File: config.mk
export PLATFORM = sky130hd
export DESIGN_NAME = ips_pending_summary
export DESIGN_NICKNAME = d
export VERILOG_FILES = /design/src/common/ips_pkg.sv /design/src/hw/ips_pending_summary.sv /design/src/hw/ips_sticky_bit.sv
export VERILOG_INCLUDE_DIRS = /design/src /design/src/common
export SDC_FILE = /design/constraint.sdc
export NUM_CORES = 1
export LEC_CHECK = 0
export BUFFER_PORTS_ARGS = -buffer_cell sky130_fd_sc_hd__buf_2
export CORE_ASPECT_RATIO = 2
export CORE_MARGIN = 5
export CORE_UTILIZATION = 50
export DETAILED_ROUTE_END_ITERATION = 6
export PLACE_DENSITY = 0.74
export SETUP_SLACK_MARGIN = 0.2
export SLEW_MARGIN = 30
export SYNTH_ARGS = -nofsm -noshare
export SYNTH_HDL_FRONTEND = slang
export SYNTH_SLANG_ARGS = --single-unit
File: constraint.sdc
create_clock -name CORE_CLK -period 2.75 [get_ports CORE_CLK]
set_input_delay 0.4125 -clock CORE_CLK [delete_from_list [all_inputs] [get_ports CORE_CLK]]
set_output_delay 0.4125 -clock CORE_CLK [all_outputs]
set_load 0.005 [all_outputs]
File: src/common/ips_defines.svh
// Offsets, field positions, reset values of the pending-summary block.
// Assumes a 4-bit register address and 8-bit register data.
`ifndef IPS_DEFINES_SVH
`define IPS_DEFINES_SVH

// Register offsets
`define IPS_OFS_SUMMARY 4'h0
`define IPS_OFS_WAKEUP_CTRL 4'h1
`define IPS_OFS_EVENT_STATUS 4'h2
`define IPS_OFS_EVENT_MASK 4'h3
`define IPS_OFS_TIMER_DETAIL 4'h4

// Summary bit positions
`define IPS_BIT_TWO_WIRE 7
`define IPS_BIT_KEYPAD 6
`define IPS_BIT_COMPARATOR 5
`define IPS_BIT_CONVERTER 4
`define IPS_BIT_TIMER_PWM 3
`define IPS_BIT_MODULO_TWO 2
`define IPS_BIT_MODULO_ONE 1
`define IPS_BIT_WAKEUP 0

// Periodic wakeup status/control fields
`define IPS_WK_FLAG_BIT 7
`define IPS_WK_ACK_BIT 6
`define IPS_WK_CLKSEL_BIT 5
`define IPS_WK_IRQEN_BIT 4
`define IPS_WK_DELAY_HI 2
`define IPS_WK_DELAY_LO 0

// Timer detail fields
`define IPS_TD_OVERFLOW_BIT 0
`define IPS_TD_CHANNEL0_BIT 1
`define IPS_TD_CHANNEL1_BIT 2

// Reset values
`define IPS_RST_SUMMARY 8'h00
`define IPS_RST_MASK 8'h00
`define IPS_RST_DELAY 3'h0
`define IPS_RST_RDATA 8'h00

`endif

File: src/common/ips_pkg.sv
// Types shared by the pending-summary block.
// Assumes ips_defines.svh carries the numeric constants.
package ips_pkg;

	typedef logic [7:0] ips_byte_t;
	typedef logic [3:0] ips_addr_t;
	typedef logic [2:0] ips_delay_t;

endpackage

File: src/hw/ips_pending_summary.sv
// Interrupt pending summary: one read-only byte of source request terms,
// plus the periodic wakeup flag/control, event status, mask and irq line.
// Assumes all source flags and enables are levels on CORE_CLK.
// Function
// RULE1: Eight-bit readable summary, one bit per on-chip source with pending request.
// RULE2: Bit 7 is two-wire flag AND enable; clears with the flag.
// RULE3: Bit 6 is keypad flag AND enable; clears with the flag.
// RULE4: Bit 5 is comparator flag AND enable; clears with the flag.
// RULE5: Bit 4 is conversion-done flag AND enable; clears with the flag.
// RULE6: Bit 3 ORs overflow, channel 0 and channel 1 flag/enable pairs.
// RULE7: Bit 3 clears once no enabled timer/PWM flag term remains.
// RULE8: Bit 2 is second modulo timer overflow flag AND enable.
// RULE9: Bit 1 is first modulo timer overflow flag AND enable.
// RULE10: Bit 0 is periodic wakeup flag AND enable; clears with flag.
// RULE11: All summary bits read zero right after any reset.
// RULE12: Writing one to wakeup acknowledge clears its flag; zero does nothing.
// RULE13: Writes to the summary are ignored; only terms or reset change it.
`include "ips_defines.svh"
`timescale 1ns/1ps

module ips_pending_summary
	import ips_pkg::*;
(
	input wire logic CORE_CLK,
	input wire logic RST,
	input wire logic [3:0] REG_ADDR,
	input wire logic [7:0] REG_WDATA,
	input wire logic REG_WR,
	input wire logic REG_RD,
	output logic [7:0] REG_RDATA,
	input wire logic TWO_WIRE_EVENT_FLAG,
	input wire logic TWO_WIRE_IRQ_ENABLE,
	input wire logic KEYPAD_EVENT_FLAG,
	input wire logic KEYPAD_IRQ_ENABLE,
	input wire logic COMPARATOR_EVENT_FLAG,
	input wire logic COMPARATOR_IRQ_ENABLE,
	input wire logic CONVERSION_DONE_FLAG,
	input wire logic CONVERTER_IRQ_ENABLE,
	input wire logic OVERFLOW_FLAG,
	input wire logic OVERFLOW_IRQ_ENABLE,
	input wire logic CHANNEL0_EVENT_FLAG,
	input wire logic CHANNEL0_IRQ_ENABLE,
	input wire logic CHANNEL1_EVENT_FLAG,
	input wire logic CHANNEL1_IRQ_ENABLE,
	input wire logic MODULO_TIMER_TWO_OVERFLOW_FLAG,
	input wire logic MODULO_TIMER_TWO_IRQ_ENABLE,
	input wire logic MODULO_TIMER_ONE_OVERFLOW_FLAG,
	input wire logic MODULO_TIMER_ONE_IRQ_ENABLE,
	input wire logic PERIODIC_WAKEUP_TIMEOUT,
	output logic PERIODIC_WAKEUP_FLAG,
	output logic PERIODIC_WAKEUP_IRQ_ENABLE,
	output logic PERIODIC_WAKEUP_CLOCK_SELECT,
	output logic [2:0] PERIODIC_WAKEUP_DELAY_SELECT,
	output logic [7:0] INTERRUPT_PENDING_SUMMARY,
	output logic IRQ
);

	// A source requests only while flag and enable are both high
	function automatic logic pair_pending(input logic flag, input logic enable);
		pair_pending = flag & enable;
	endfunction

	// Full compare: unmapped offsets select nothing and read zero
	function automatic logic hit(input ips_addr_t addr, input ips_addr_t offset);
		hit = (addr == offset);
	endfunction

	// Gate a register view onto the read bus when its offset is selected
	function automatic ips_byte_t view_if(input logic sel, input ips_byte_t value);
		view_if = sel ? value : 8'h00;
	endfunction

	// Bus decode
	logic sel_summary;
	logic sel_wakeup;
	logic sel_status;
	logic sel_mask;
	logic sel_detail;
	logic wr_wakeup;
	logic wr_status;
	logic wr_mask;

	assign sel_summary = hit(REG_ADDR, `IPS_OFS_SUMMARY);
	assign sel_wakeup = hit(REG_ADDR, `IPS_OFS_WAKEUP_CTRL);
	assign sel_status = hit(REG_ADDR, `IPS_OFS_EVENT_STATUS);
	assign sel_mask = hit(REG_ADDR, `IPS_OFS_EVENT_MASK);
	assign sel_detail = hit(REG_ADDR, `IPS_OFS_TIMER_DETAIL);
	// No write path exists into the summary byte [RULE13]
	assign wr_wakeup = REG_WR & sel_wakeup;
	assign wr_status = REG_WR & sel_status;
	assign wr_mask = REG_WR & sel_mask;

	// Periodic wakeup flag and control
	logic wakeup_ack;
	logic wakeup_flag;
	logic wakeup_irq_enable;
	logic wakeup_clock_select;
	ips_delay_t wakeup_delay;

	// Only a one on the acknowledge bit clears; a zero is inert [RULE12]
	assign wakeup_ack = wr_wakeup & REG_WDATA[`IPS_WK_ACK_BIT];

	// Timeout pulse of any length sets; set wins over a same-cycle acknowledge
	ips_sticky_bit u_wakeup_flag (
		.clk(CORE_CLK),
		.rst(RST),
		.set(PERIODIC_WAKEUP_TIMEOUT),
		.clear(wakeup_ack),
		.q(wakeup_flag)
	);

	// Control fields are plain storage; the wakeup timer itself sits outside
	always_ff @(posedge CORE_CLK) begin
		if (RST) begin
			wakeup_irq_enable <= 1'b0;
		end else if (wr_wakeup) begin
			wakeup_irq_enable <= REG_WDATA[`IPS_WK_IRQEN_BIT];
		end
	end

	always_ff @(posedge CORE_CLK) begin
		if (RST) begin
			wakeup_clock_select <= 1'b0;
		end else if (wr_wakeup) begin
			wakeup_clock_select <= REG_WDATA[`IPS_WK_CLKSEL_BIT];
		end
	end

	// Delay code zero stops the timer outside, so reset leaves it idle
	always_ff @(posedge CORE_CLK) begin
		if (RST) begin
			wakeup_delay <= `IPS_RST_DELAY;
		end else if (wr_wakeup) begin
			wakeup_delay <= REG_WDATA[`IPS_WK_DELAY_HI:`IPS_WK_DELAY_LO];
		end
	end

	assign PERIODIC_WAKEUP_FLAG = wakeup_flag;
	assign PERIODIC_WAKEUP_IRQ_ENABLE = wakeup_irq_enable;
	assign PERIODIC_WAKEUP_CLOCK_SELECT = wakeup_clock_select;
	assign PERIODIC_WAKEUP_DELAY_SELECT = wakeup_delay;

	// Timer/PWM contributors kept apart so software can see which one fired
	logic term_overflow;
	logic term_channel0;
	logic term_channel1;
	logic term_timer_pwm;

	assign term_overflow = pair_pending(OVERFLOW_FLAG, OVERFLOW_IRQ_ENABLE); // [RULE6]
	assign term_channel0 = pair_pending(CHANNEL0_EVENT_FLAG, CHANNEL0_IRQ_ENABLE); // [RULE6]
	assign term_channel1 = pair_pending(CHANNEL1_EVENT_FLAG, CHANNEL1_IRQ_ENABLE); // [RULE6]
	// Drops only when every enabled term has gone [RULE7]
	assign term_timer_pwm = term_overflow | term_channel0 | term_channel1;

	// One named request term per summary bit
	logic pend_two_wire;
	logic pend_keypad;
	logic pend_comparator;
	logic pend_converter;
	logic pend_timer_pwm;
	logic pend_modulo_two;
	logic pend_modulo_one;
	logic pend_wakeup;

	assign pend_two_wire =
		pair_pending(TWO_WIRE_EVENT_FLAG, TWO_WIRE_IRQ_ENABLE); // [RULE2]
	assign pend_keypad =
		pair_pending(KEYPAD_EVENT_FLAG, KEYPAD_IRQ_ENABLE); // [RULE3]
	assign pend_comparator =
		pair_pending(COMPARATOR_EVENT_FLAG, COMPARATOR_IRQ_ENABLE); // [RULE4]
	assign pend_converter =
		pair_pending(CONVERSION_DONE_FLAG, CONVERTER_IRQ_ENABLE); // [RULE5]
	assign pend_timer_pwm = term_timer_pwm; // [RULE6] [RULE7]
	assign pend_modulo_two =
		pair_pending(MODULO_TIMER_TWO_OVERFLOW_FLAG, MODULO_TIMER_TWO_IRQ_ENABLE); // [RULE8]
	assign pend_modulo_one =
		pair_pending(MODULO_TIMER_ONE_OVERFLOW_FLAG, MODULO_TIMER_ONE_IRQ_ENABLE); // [RULE9]
	// Enable and flag are both needed before the wakeup bit rises
	assign pend_wakeup =
		pair_pending(wakeup_flag, wakeup_irq_enable); // [RULE10]

	// Next summary value, one term per bit
	ips_byte_t next_summary;

	assign next_summary[`IPS_BIT_TWO_WIRE] = pend_two_wire;
	assign next_summary[`IPS_BIT_KEYPAD] = pend_keypad;
	assign next_summary[`IPS_BIT_COMPARATOR] = pend_comparator;
	assign next_summary[`IPS_BIT_CONVERTER] = pend_converter;
	assign next_summary[`IPS_BIT_TIMER_PWM] = pend_timer_pwm;
	assign next_summary[`IPS_BIT_MODULO_TWO] = pend_modulo_two;
	assign next_summary[`IPS_BIT_MODULO_ONE] = pend_modulo_one;
	assign next_summary[`IPS_BIT_WAKEUP] = pend_wakeup;

	// Registered so reset forces zero whatever the sources hold
	ips_byte_t summary;
	ips_byte_t summary_prev;

	// Reads see the registered byte, never a glitching AND term
	always_ff @(posedge CORE_CLK) begin
		if (RST) begin
			summary <= `IPS_RST_SUMMARY; // [RULE11]
		end else begin
			summary <= next_summary; // [RULE1] [RULE13]
		end
	end

	// Zero after reset, so a term already high gives one clean event edge
	always_ff @(posedge CORE_CLK) begin
		if (RST) begin
			summary_prev <= `IPS_RST_SUMMARY;
		end else begin
			summary_prev <= summary;
		end
	end

	// Pin view and register view are the same flops
	assign INTERRUPT_PENDING_SUMMARY = summary;

	// Event status: a rising summary bit is one event
	ips_byte_t rise;
	ips_byte_t status_clear;
	ips_byte_t event_status;
	ips_byte_t event_mask;

	assign rise = summary & ~summary_prev;
	// Write-one-to-clear; zeros in the data leave bits alone
	assign status_clear = wr_status ? REG_WDATA : 8'h00;

	// One sticky status bit per summary bit; set beats a same-cycle clear
	ips_sticky_bit u_status_two_wire (
		.clk(CORE_CLK),
		.rst(RST),
		.set(rise[`IPS_BIT_TWO_WIRE]),
		.clear(status_clear[`IPS_BIT_TWO_WIRE]),
		.q(event_status[`IPS_BIT_TWO_WIRE])
	);

	ips_sticky_bit u_status_keypad (
		.clk(CORE_CLK),
		.rst(RST),
		.set(rise[`IPS_BIT_KEYPAD]),
		.clear(status_clear[`IPS_BIT_KEYPAD]),
		.q(event_status[`IPS_BIT_KEYPAD])
	);

	ips_sticky_bit u_status_comparator (
		.clk(CORE_CLK),
		.rst(RST),
		.set(rise[`IPS_BIT_COMPARATOR]),
		.clear(status_clear[`IPS_BIT_COMPARATOR]),
		.q(event_status[`IPS_BIT_COMPARATOR])
	);

	ips_sticky_bit u_status_converter (
		.clk(CORE_CLK),
		.rst(RST),
		.set(rise[`IPS_BIT_CONVERTER]),
		.clear(status_clear[`IPS_BIT_CONVERTER]),
		.q(event_status[`IPS_BIT_CONVERTER])
	);

	ips_sticky_bit u_status_timer_pwm (
		.clk(CORE_CLK),
		.rst(RST),
		.set(rise[`IPS_BIT_TIMER_PWM]),
		.clear(status_clear[`IPS_BIT_TIMER_PWM]),
		.q(event_status[`IPS_BIT_TIMER_PWM])
	);

	ips_sticky_bit u_status_modulo_two (
		.clk(CORE_CLK),
		.rst(RST),
		.set(rise[`IPS_BIT_MODULO_TWO]),
		.clear(status_clear[`IPS_BIT_MODULO_TWO]),
		.q(event_status[`IPS_BIT_MODULO_TWO])
	);

	ips_sticky_bit u_status_modulo_one (
		.clk(CORE_CLK),
		.rst(RST),
		.set(rise[`IPS_BIT_MODULO_ONE]),
		.clear(status_clear[`IPS_BIT_MODULO_ONE]),
		.q(event_status[`IPS_BIT_MODULO_ONE])
	);

	ips_sticky_bit u_status_wakeup (
		.clk(CORE_CLK),
		.rst(RST),
		.set(rise[`IPS_BIT_WAKEUP]),
		.clear(status_clear[`IPS_BIT_WAKEUP]),
		.q(event_status[`IPS_BIT_WAKEUP])
	);

	// Mask resets to zero so nothing interrupts until software opts in
	ips_byte_t next_mask;

	assign next_mask = wr_mask ? REG_WDATA : event_mask;

	always_ff @(posedge CORE_CLK) begin
		if (RST) begin
			event_mask <= `IPS_RST_MASK;
		end else begin
			event_mask <= next_mask;
		end
	end

	// Level output; stays up until every unmasked event is cleared
	assign IRQ = |(event_status & event_mask);

	// Read views
	ips_byte_t wakeup_view;
	ips_byte_t detail_view;
	ips_byte_t read_value;

	// Acknowledge bit always reads zero; bit 3 is unused
	assign wakeup_view = {wakeup_flag, 1'b0, wakeup_clock_select,
		wakeup_irq_enable, 1'b0, wakeup_delay};
	assign detail_view = {5'h00, term_channel1, term_channel0, term_overflow};

	// Offsets decode one-hot, so the gated views simply OR together
	assign read_value = view_if(sel_summary, summary)
		| view_if(sel_wakeup, wakeup_view)
		| view_if(sel_status, event_status)
		| view_if(sel_mask, event_mask)
		| view_if(sel_detail, detail_view);

	// Read data stand only in the cycle after the strobe
	// Zero between reads keeps a stale byte off the bus
	ips_byte_t next_rdata;

	assign next_rdata = REG_RD ? read_value : `IPS_RST_RDATA;

	always_ff @(posedge CORE_CLK) begin
		if (RST) begin
			REG_RDATA <= `IPS_RST_RDATA;
		end else begin
			REG_RDATA <= next_rdata;
		end
	end

endmodule

File: src/hw/ips_sticky_bit.sv
// One sticky flag: set by a hardware event, cleared by a request.
// Assumes set and clear come from logic on the same clock.
`timescale 1ns/1ps

module ips_sticky_bit
	import ips_pkg::*;
(
	input wire logic clk,
	input wire logic rst,
	input wire logic set,
	input wire logic clear,
	output logic q
);

	// Set beats clear so an event in the clearing cycle survives
	logic next_q;

	assign next_q = set | (q & ~clear);

	always_ff @(posedge clk) begin
		if (rst) begin
			q <= 1'b0;
		end else begin
			q <= next_q;
		end
	end

endmodule

==> metrics.yaml, run 1 <==
run_status:
  status: "completed"
timing:
  rsz0062_at_grt: "no"
  setup_viol: 0
  tightest_slew_ns: 0.578
  relSlewSlack: 0.614
  post-route-min-period_ns: 1.52
  holdWs_ns: 0.324
  slew_violations: 0
  fin_crit_sh: 0.551
  fin_skew_ns: 0.00776
  finalHoldViolations: 0
  setup_slack_ns: 1.23
  setup_tns_ns: 0
  max_freq_mhz: 660
critical_path:
  path_class: "reg -> out"
  reg2reg_slack_ns: 1.77
  crit_chain: "a22oi_1, nand4_1, buf_2"
  cp.required_ns: 2.34
  slowest_delay_ns: 0.33
  cp-end-kind: "output pin"
  timing.rr.start: "event_mask[1]"
  arrival_ns: 1.10
  crit_fanout: 3
  start_kind: "register"
  r2r_cells: 3
  crit_slowest_cell: "dfxtp_1"
  timing.rr.end: "REG_RDATA[1]"
die:
  die_w_um: 54.4
  row_count: 32
  dieArea_um2: 5370
  dieHeight_um: 98.7
  io-pin-count: 58
  start_util: 0.512
  core_area_um2: 3840
placement:
  post-place-ws_ns: 0.996
  dp_hpwl_um: 3560
  place_congestion: 0.835
  placed_cells: 297
  postPlaceCellArea_um2: 2240
  io_buffers: 57
finish:
  final_cell_mix: "buf_2 (57), dfxtp_1 (46), nand2b_1 (18)"
  n_antenna_cell: 0
  layout_commonest_cell: "buf_2"
  final_cells: 305
  syn2layout_area_growth_pct: 18.2
  nets: 288
  post-route-util: 0.605
  post-route-cell-area_um2: 2330
  drive_above_1_share: 0.303
drt:
  routed_wl_um: 4530
  wl_per_cell_um: 14.9
  vias: 1613
  drt-pass1-iter-count: 4
  drtIter0Drc: 24
  postRouteAntennaNets: 0
  drcViolationCount: 0
  viasPerCell: 5.29
cts:
  ctsHoldBuffers: 0
  numCtsBuffers: 5
  clk_pin_slew_ns: 0.08
  clkLatencyLatePin_ns: 0.29
  clockBufferDepth: 2
  htree_levels: 2
  cts_sinks: 46
  cts_resized: 0
  root_buffer: "clkbuf_8"
  cts_tree: "built"
  cts_setup_buffers: 0
power:
  power.total_mw: 1.23
  ir_worst_vdd_mv: 0.390
  p_int_mw: 0.946
  seqPwrFrac: 0.565
  p_sw_mw: 0.288
  power_density_nw_per_um2: 530
  pwr-share-clk: 0.336
  power_frac_comb: 0.099
  swShare: 0.234
  p_leak_nw: 0.978
grt:
  grt_usage: 0.182
  first_global_vias: 1570
  antenna_found_initial: 0
  grt_max_degree: 39
  grt_overflow: 0
  grt_pass1_wl_um: 7220
flow_run:
  cap_violations: 0
yosys:
  yosys_warnings: 0
  synth_cells: 201
  seq_area_frac_synth: 0.468
  ys_types: 34
  synth_ff_type: "dfxtp_1"
  netlist_area_um2: 1970
  avgSynthCellArea_um2: 9.79
  syn-num-nets: 236
  postSynth.asyncResetShare: 0
  synth_edf_count: 0
  ys_ff_latch: 46
worst_hold_path:
  min_from: "KEYPAD_IRQ_ENABLE"
  min_delay_path_depth: 3
  hold_path_class: "in -> reg"
  whs_endpoint: "INTERRUPT_PENDING_SUMMARY[6]"
-- kinds of logic (layout without fill, tap and decap cells) --
logic type	Yosys count	after routing	share of synthesized area
flip-flops	46	46	0.468
multiplexers	22	22	0.117
buffers and inverters	22	75	0.0623
AND/OR/NAND/NOR	69	69	0.204
AO/OA/AOI/OAI	42	42	0.149
-- worst max-delay path, delay by kind of cell, from the launching register on --
kind	cells	cell delay (ns)
AND/OR/NAND/NOR	1	0.11
flip-flops	1	0.33
buffers and inverters	1	0.14
AO/OA/AOI/OAI	1	0.24
-- power by group through the flow --
stage	clock (mW)	sequential, mW	combinational [mW]
after floorplan	0	0.710	0.0773
after global placement	0	0.713	0.121
after detailed placement	0	0.713	0.123
after CTS	0.427	0.698	0.123
after global routing	0.449	0.700	0.136
final	0.415	0.698	0.122
-- synth_stat cells, drive strengths merged, types with 3 or more instances --
master / count / area (µm²)
a21oi: 8 / 40.0
a22o: 8 / 70.1
a22oi: 6 / 45.0
a31oi: 8 / 50.1
a32oi: 3 / 26.3
buf: 9 / 73.8
clkbuf: 4 / 15.0
dfxtp: 46 / 921
inv: 9 / 33.8
mux2: 8 / 90.1
mux2i: 14 / 140
nand2: 10 / 37.5
nand2b: 18 / 113
nand3: 5 / 25.0
nor2: 13 / 48.8
nor2b: 9 / 56.3
o21ai: 5 / 25.0
o22a: 3 / 26.3
-- layer usage --
layer | share of wire | wire (µm) | track usage | vias to the layer above
li1 | - | - | - | 811
met1 | 0.39 | 1760 | 0.205 | 762
met2 | 0.55 | 2480 | 0.316 | 32
met3 | 0.038 | 172 | 0.0303 | 8
met4 | 0.026 | 119 | 0.0825 | 0
met5 | 0 | 0 | 0 | -
-- worst max path at each step --
| stage | startpoint | end | slack, ns | depth (start not counted) |
|---|---|---|---|---|
| final | u_status_wakeup.q | IRQ | 1.23 | 3 |
| after global routing | u_status_converter.q | IRQ | 1.18 | 3 |
| after CTS | u_status_wakeup.q | IRQ | 1.21 | 3 |
| after detailed placement | REG_ADDR[3] | event_mask[0] | 1.0 | 4 |
| after global placement | REG_ADDR[3] | event_mask[0] | 1.07 | 4 |
| after floorplan | REG_ADDR[2] | event_mask[0] | 1.30 | 6 |
-- registers in the layout, summed over array words and instances (netlist names) --
signal,cells
INTERRUPT_PENDING_SUMMARY,8
REG_RDATA,8
event_mask,8
summary_prev,8
PERIODIC_WAKEUP_DELAY_SELECT,3
PERIODIC_WAKEUP_CLOCK_SELECT,1
PERIODIC_WAKEUP_IRQ_ENABLE,1
u_status_comparator.q,1
u_status_converter.q,1
u_status_keypad.q,1
u_status_modulo_one.q,1
u_status_modulo_two.q,1
u_status_timer_pwm.q,1
u_status_two_wire.q,1
u_status_wakeup.q,1
u_wakeup_flag.q,1
-- final cells by class --
cell class,instances,area (µm²)
timing repair buffer,58,293
sequential,46,921
tap,51,63.8
fill,377,1520
clock inverter,1,5.00
clock buffer,7,86.3
inverter,9,33.8
multi-input combinational,133,925
No activity file was read; power rests on OpenSTA's default activity.
==> run 2, diff against run 1 <==
--- a/config.mk
+++ b/config.mk
@@ -6,6 +6,7 @@
 export SDC_FILE = /design/constraint.sdc
 export NUM_CORES = 1
 export LEC_CHECK = 0
+export ABC_AREA = 1
 export BUFFER_PORTS_ARGS = -buffer_cell sky130_fd_sc_hd__buf_2
 export CORE_ASPECT_RATIO = 2
 export CORE_MARGIN = 5
==> constraint.sdc (replaced) <==
create_clock -name CORE_CLK -period 1.51 [get_ports CORE_CLK]
set_input_delay 0.2265 -clock CORE_CLK [delete_from_list [all_inputs] [get_ports CORE_CLK]]
set_output_delay 0.2265 -clock CORE_CLK [all_outputs]
set_load 0.005 [all_outputs]
==> run 2 against run 1 <==
Sequential share of layout area decreased by 1.2 points. Die area decreased by 3.4%. Global-route usage increased by 3.1 points. Clock skew increased by 0.0031 ns. Clock-buffer cell count unchanged. Synthesized cell count increased by 33%. Register-to-register slack got worse by 1.1 ns. Critical endpoint unchanged.
==> metrics.yaml, run 2 <==
run_status:
  status: "completed"  # unchanged
cts:
  clockBufferDepth: 2  # unchanged
  numCtsBuffers: 5  # unchanged
  clk_pin_slew_ns: 0.08  # about the same
  ctsHoldBuffers: 0  # unchanged
  clkLatencyLatePin_ns: 0.30  # was 0.29 ns
  htree_levels: 2  # unchanged
  root_buffer: "clkbuf_8"  # unchanged
  cts_tree: "built"  # unchanged
  cts_sinks: 46  # unchanged
power:
  p_leak_nw: 1.20  # was 0.978 nW
  power_density_nw_per_um2: 977  # was 530 nW/µm²
  ir_worst_vdd_mv: 0.960  # was 0.390 mV
flow_run:
  cap_violations: 0  # unchanged
timing:
  rsz0062_at_grt: "yes"  # was no
  finalHoldViolations: 0  # unchanged
  setup_viol: 0  # unchanged
  fin_skew_ns: 0.0108  # was 0.00776 ns
  tightest_slew_ns: 0.394  # was 0.578 ns
  post-route-min-period_ns: 1.39
  setup_tns_ns: 0  # unchanged
  max_freq_mhz: 720
  fin_crit_sh: 0.920
  relSlewSlack: 0.737  # was 0.614
  slew_violations: 0  # unchanged
drt:
  postRouteAntennaNets: 0  # unchanged
  routed_wl_um: 4930  # was 4530 µm
  wl_per_cell_um: 12.7  # was 14.9 µm
  drt-pass1-iter-count: 4  # unchanged
  drtIter0Drc: 54  # was 24
  drcViolationCount: 0  # unchanged
  viasPerCell: 4.98  # was 5.29
  vias: 1938  # was 1613
die:
  start_util: 0.519  # was 0.512
  core_area_um2: 3650  # was 3840 µm²
  dieHeight_um: 97.0  # was 98.7 µm
  dieArea_um2: 5190  # was 5370 µm²
  io-pin-count: 58  # unchanged
  die_w_um: 53.5  # was 54.4 µm
  row_count: 31  # was 32
placement:
  placed_cells: 374  # was 297
  io_buffers: 57  # unchanged
  dp_hpwl_um: 3740  # was 3560 µm
  place_congestion: 0.906  # was 0.835
yosys:
  synth_cells: 268  # was 201
  synth_top_area_cell: "dfxtp_1"  # unchanged
  netlist_area_um2: 1890  # was 1970 µm²
  ys_ff_latch: 46  # unchanged
  synthTopCellsByCount: "nand2_1 (75), dfxtp_1 (46), nand3_1 (41), inv_1 (36), nor2_1 (30)"  # was dfxtp_1 (46), nand2b_1 (18), mux2i_1 (14), nor2_1 (13), nand2_1 (10)
  seq_area_frac_synth: 0.487  # was 0.468
  synth_edf_count: 0  # unchanged
  synth_ff_type: "dfxtp_1"  # unchanged
  synth_top_area_frac: 0.487  # was 0.468
  yosys_warnings: 0  # unchanged
  ys_types: 16  # was 34
  syn-num-nets: 303  # was 236
  postSynth.asyncResetShare: 0  # unchanged
  avgSynthCellArea_um2: 7.05  # was 9.79 µm²
  synth.most_common_cell: "nand2_1"  # was dfxtp_1
  synthTopCellsByArea: "dfxtp_1 (49%), nand2_1 (15%), nand3_1 (11%), inv_1 (7.1%), nor2_1 (6.0%)"  # was dfxtp_1 (47%), mux2i_1 (7.1%), nand2b_1 (5.7%), mux2_2 (4.6%), a22o_1 (3.6%)
critical_path:
  r2r_cells: 5  # was 3
  cp-end-kind: "output pin"  # unchanged
  timing.rr.end: "REG_RDATA[5]"  # was REG_RDATA[1]
  crit_fanout: 2  # was 3
  start_kind: "register"  # unchanged
  path_class: "reg -> out"  # unchanged
  reg2reg_slack_ns: 0.65  # was 1.77 ns
  timing.rr.start: "u_status_comparator.q"  # was event_mask[1]
  arrival_ns: 1.16  # was 1.10 ns
  cp.required_ns: 1.28  # was 2.34 ns
finish:
  final_cells: 389  # was 305
  nets: 374  # was 288
  drive_above_1_share: 0.279  # was 0.303
  syn2layout_area_growth_pct: 28.9  # was 18.2%
  layout_commonest_cell: "nand2_1"  # was buf_2
  final_cell_mix: "nand2_1 (75), buf_2 (56), nand3_1 (41)"  # was buf_2 (57), dfxtp_1 (46), nand2b_1 (18)
  fill_cells: 362  # was 377
  n_antenna_cell: 0  # unchanged
worst_hold_path:
  whs_endpoint: "INTERRUPT_PENDING_SUMMARY[7]"  # was INTERRUPT_PENDING_SUMMARY[6]
  min_delay_path_depth: 3  # unchanged
  min_from: "TWO_WIRE_IRQ_ENABLE"  # was KEYPAD_IRQ_ENABLE
  hold_path_class: "in -> reg"  # unchanged
grt:
  grt_pass1_wl_um: 8400  # was 7220 µm
  antenna_found_initial: 0  # unchanged
  grt_usage: 0.213  # was 0.182
  grt_overflow: 0  # unchanged
  grt_max_degree: 25  # was 39
  first_global_vias: 1938  # was 1570
-- run 2: cell types whose count changed after synthesis, moves of 9 or more --
cell / change
nand2b_1: -18
nor2b_1: -9
nand2_1: +65
inv_1: +28
nor2_1: +17
nand3_1: +36
mux2i_1: -14
-- run 2: cell families after synthesis --
group / after synthesis / synth area share
buffers and inverters: 44 / 0.0940
and+or+nand+nor: 155 / 0.357
DFF: 46 / 0.487
AOI/OAI and AO/OA: 23 / 0.0622
-- run 2: what timing repair did --
action	4_1_cts	5_1_grt
pin swaps	3	0
buffers inserted	6	1
endpoints found under the setup margin	1	1
gates resized for setup	10	3
-- run 2: power by group --
part / switching (mW) / internal (mW)
Sequential: 0.0230 / 1.25
Combinational: 0.126 / 0.0942
Clock: 0.392 / 0.495
Total: 0.541 / 1.84
-- run 2: final cells by class --
type                    count  area (µm²)  area share
repair buffers             72         404       0.166
well taps                  49        61.3      0.0252
inverters                  36         135      0.0555
flip-flops and latches     46         935       0.384
multi-input cells         178         795       0.326
clock inverters             1        30.0      0.0123
clock buffers               7        76.3      0.0313
-- run 2: worst max-delay path: stages, from the launching register on --
cell     delay [ns]
dfxtp_2        0.33
nand2_1        0.06
nand4_1        0.10
or2_4          0.26
buf_6          0.11
-- run 2: worst max path at each step --
stage / start / to / slack, ns / cells after the start
final: u_status_keypad.q / IRQ / 0.12 / 4
after global routing: u_status_keypad.q / IRQ / 0.08 / 4
after CTS: u_status_keypad.q / IRQ / 0.11 / 4
after detailed placement: REG_ADDR[3] / u_status_modulo_two.q / 0.12 / 7
after global placement: REG_ADDR[3] / u_status_modulo_one.q / 0.17 / 7
after floorplan: REG_ADDR[3] / PERIODIC_WAKEUP_CLOCK_SELECT / 0.47 / 5
-- run 2: metal layers --
layer	vias to the layer above	global-route usage	share of wire
li1	981	-	-
met3	15	0.0569	0.067
met5	-	0	0
met4	0	0.110	0.026
met1	869	0.231	0.38
met2	73	0.360	0.52
-- run 2: metrics by stage --
| step | util | setup slack (ns) | power (mW) | hold WS [ns] | area [µm²] |
|---|---|---|---|---|---|
| after global routing | 0.668 | 0.0784 | 2.48 | 0.135 | 2440 |
| after detailed placement | 0.618 | 0.117 | 1.51 | 0.441 | 2250 |
| after global placement | 0.618 | 0.173 | 1.50 | 0.435 | 2250 |
| after CTS | 0.665 | 0.111 | 2.40 | 0.129 | 2420 |
| final | 0.668 | 0.120 | 2.38 | 0.139 | 2440 |
| after floorplan | - | 0.467 | 1.40 | 0.340 | 1890 |
==> run 3, diff against run 2 <==
--- a/config.mk
+++ b/config.mk
@@ -8,12 +8,11 @@
 export LEC_CHECK = 0
 export ABC_AREA = 1
 export BUFFER_PORTS_ARGS = -buffer_cell sky130_fd_sc_hd__buf_2
-export CORE_ASPECT_RATIO = 2
+export CORE_ASPECT_RATIO = 0.7
 export CORE_MARGIN = 5
 export CORE_UTILIZATION = 50
 export DETAILED_ROUTE_END_ITERATION = 6
 export PLACE_DENSITY = 0.74
-export SETUP_SLACK_MARGIN = 0.2
 export SLEW_MARGIN = 30
 export SYNTH_ARGS = -nofsm -noshare
 export SYNTH_HDL_FRONTEND = slang
==> run 3 against run 2 <==
First-iteration DRC count up 130%. Combinational power down 7%. Fmax down 4.0%. Critical endpoint unchanged. Largest power group unchanged. Highest routed layer unchanged.
==> metrics.yaml, run 3 (synthesized netlist as in run 2, its figures left out) <==
placement:
  placed_cells: 375  # was 374
  place_congestion: 0.854  # was 0.906
  post-place-ws_ns: 0.176  # was 0.117 ns
  io_buffers: 57  # unchanged
  dp_hpwl_um: 3530  # was 3740 µm
critical_path:
  slowest_delay_ns: 0.34  # was 0.33 ns
  arrival_ns: 1.22  # was 1.16 ns
  start_kind: "register"  # unchanged
  cp.required_ns: 1.28  # about the same
  crit_fanout: 3  # was 2
  cp-end-kind: "output pin"  # unchanged
  cp_num_buf_inv: 1  # unchanged
  path_class: "reg -> out"  # unchanged
  crit_family: "simple AND/OR/NAND/NOR gates"  # unchanged
  crit_chain: "nand2_1, nand4_1, or2_2, buf_2"  # was nand2_1, nand4_1, or2_4, buf_6
  crit_slowest_cell: "dfxtp_2"  # unchanged
die:
  die_w_um: 83.5  # was 53.5 µm
  dieArea_um2: 5130  # was 5190 µm²
  core_area_um2: 3580  # was 3650 µm²
  row_count: 18  # was 31
  dieHeight_um: 61.4  # was 97.0 µm
  start_util: 0.528  # was 0.519
  io-pin-count: 58  # unchanged
cts:
  root_buffer: "clkbuf_8"  # unchanged
  cts_sinks: 46  # unchanged
  clockBufferDepth: 2  # unchanged
  ctsHoldBuffers: 0  # unchanged
  cts_tree: "built"  # unchanged
  numCtsBuffers: 5  # unchanged
  clkLatencyLatePin_ns: 0.30  # about the same
  htree_levels: 2  # unchanged
  clk_pin_slew_ns: 0.08  # about the same
grt:
  first_global_vias: 1639  # was 1938
  grt_pass1_wl_um: 7510  # was 8400 µm
  antenna_found_initial: 0  # unchanged
  grt_max_degree: 25  # unchanged
  grt_usage: 0.189  # was 0.213
  grt_overflow: 0  # unchanged
finish:
  n_antenna_cell: 0  # unchanged
  final_cell_mix: "nand2_1 (75), buf_2 (57), dfxtp_1 (45)"  # was nand2_1 (75), buf_2 (56), nand3_1 (41)
  post-route-util: 0.656  # was 0.668
  drive_above_1_share: 0.237  # was 0.279
  multi_input_area_um2: 792  # was 795 µm²
  syn2layout_area_growth_pct: 24.2  # was 28.9%
  final_cells: 383  # was 389
  fill_cells: 338  # was 362
  regArea_um2: 922  # was 935 µm²
  nets: 367  # was 374
  layout_commonest_cell: "nand2_1"  # unchanged
worst_hold_path:
  hold_path_class: "in -> reg"  # unchanged
timing:
  setup_tns_ns: 0  # unchanged
  fin_skew_ns: 0.00553  # was 0.0108 ns
  slew_violations: 0  # unchanged
  max_freq_mhz: 691  # was 720 MHz
  setup_slack_ns: 0.0625  # was 0.120 ns
  setup_viol: 0  # unchanged
  fin_crit_sh: 0.959  # was 0.920
  rsz0062_at_grt: "no"  # was yes
  tightest_slew_ns: 0.361  # was 0.394 ns
  finalHoldViolations: 0  # unchanged
  relSlewSlack: 0.758  # was 0.737
  post-route-min-period_ns: 1.45  # was 1.39 ns
drt:
  vias: 1873  # was 1938
  drtIter0Drc: 123  # was 54
  routed_wl_um: 4540  # was 4930 µm
  wl_per_cell_um: 11.9  # was 12.7 µm
  wl_met2_um: 1890  # was 2590 µm
  wl_met1_um: 2140  # was 1880 µm
  viasPerCell: 4.89  # was 4.98
  top_layer: "met4"  # unchanged
  wl_met3_um: 449  # was 330 µm
  drcViolationCount: 0  # unchanged
  drt-pass1-iter-count: 4  # unchanged
  postRouteAntennaNets: 0  # unchanged
power:
  ir_worst_vdd_mv: 0.696  # was 0.960 mV
  p_leak_nw: 1.15  # was 1.20 nW
  power_density_nw_per_um2: 955  # was 977 nW/µm²
flow_run:
  cap_violations: 0  # unchanged
run_status:
  status: "completed"  # unchanged
## run 3: layout make-up
cell class	count	share of cell area
Sequential cell	46	0.393
Multi-Input combinational cell	178	0.337
Timing Repair Buffer	65	0.147
Inverter	36	0.0575
Clock buffer	7	0.0368
Tap cell	50	0.0266
Clock inverter	1	0.00213
## run 3: final timing paths
kind | startpoint | end | slack (ns) | cells past startpoint
max | u_status_modulo_one.q | IRQ | 0.06 | 4
min | KEYPAD_IRQ_ENABLE | INTERRUPT_PENDING_SUMMARY[6] | 0.13 | 3
max reg2reg | INTERRUPT_PENDING_SUMMARY[1] | REG_RDATA[1] | 0.71 | 4
min reg2reg | PERIODIC_WAKEUP_DELAY_SELECT[0] | PERIODIC_WAKEUP_DELAY_SELECT[0] | 0.46 | 2
## run 3: metal layers
metal  vias up  global-route usage
li1        970                   -
met5         -                   0
met1       827               0.254
met3         7              0.0602
met2        69               0.295
met4         0              0.0619
## run 3: what timing repair did
item / in CTS / in global routing
endpoints found under the setup margin: 0 / 1
resized for setup: 0 / 1
setup buffers: 0 / 0
## run 3: metrics by stage
step                total power, mW  hold slack, ns  cell area, µm²
finish                         2.24           0.132            2350
global route                   2.34           0.127            2350
CTS                            2.26           0.123            2350
detailed placement             1.50           0.442            2260
global placement               1.50           0.436            2260
floorplan                      1.40           0.340            1890
## run 3: power by group
group          internal (mW)  switching, mW
Sequential              1.25         0.0239
Combinational         0.0842          0.121
Clock                  0.369          0.397
## run 3: worst reg2reg max path: cells and delay by family, from the launching register on
family / cells / cell delay (ns)
flip-flops: 1 / 0.33
AND/OR/NAND/NOR: 4 / 0.35
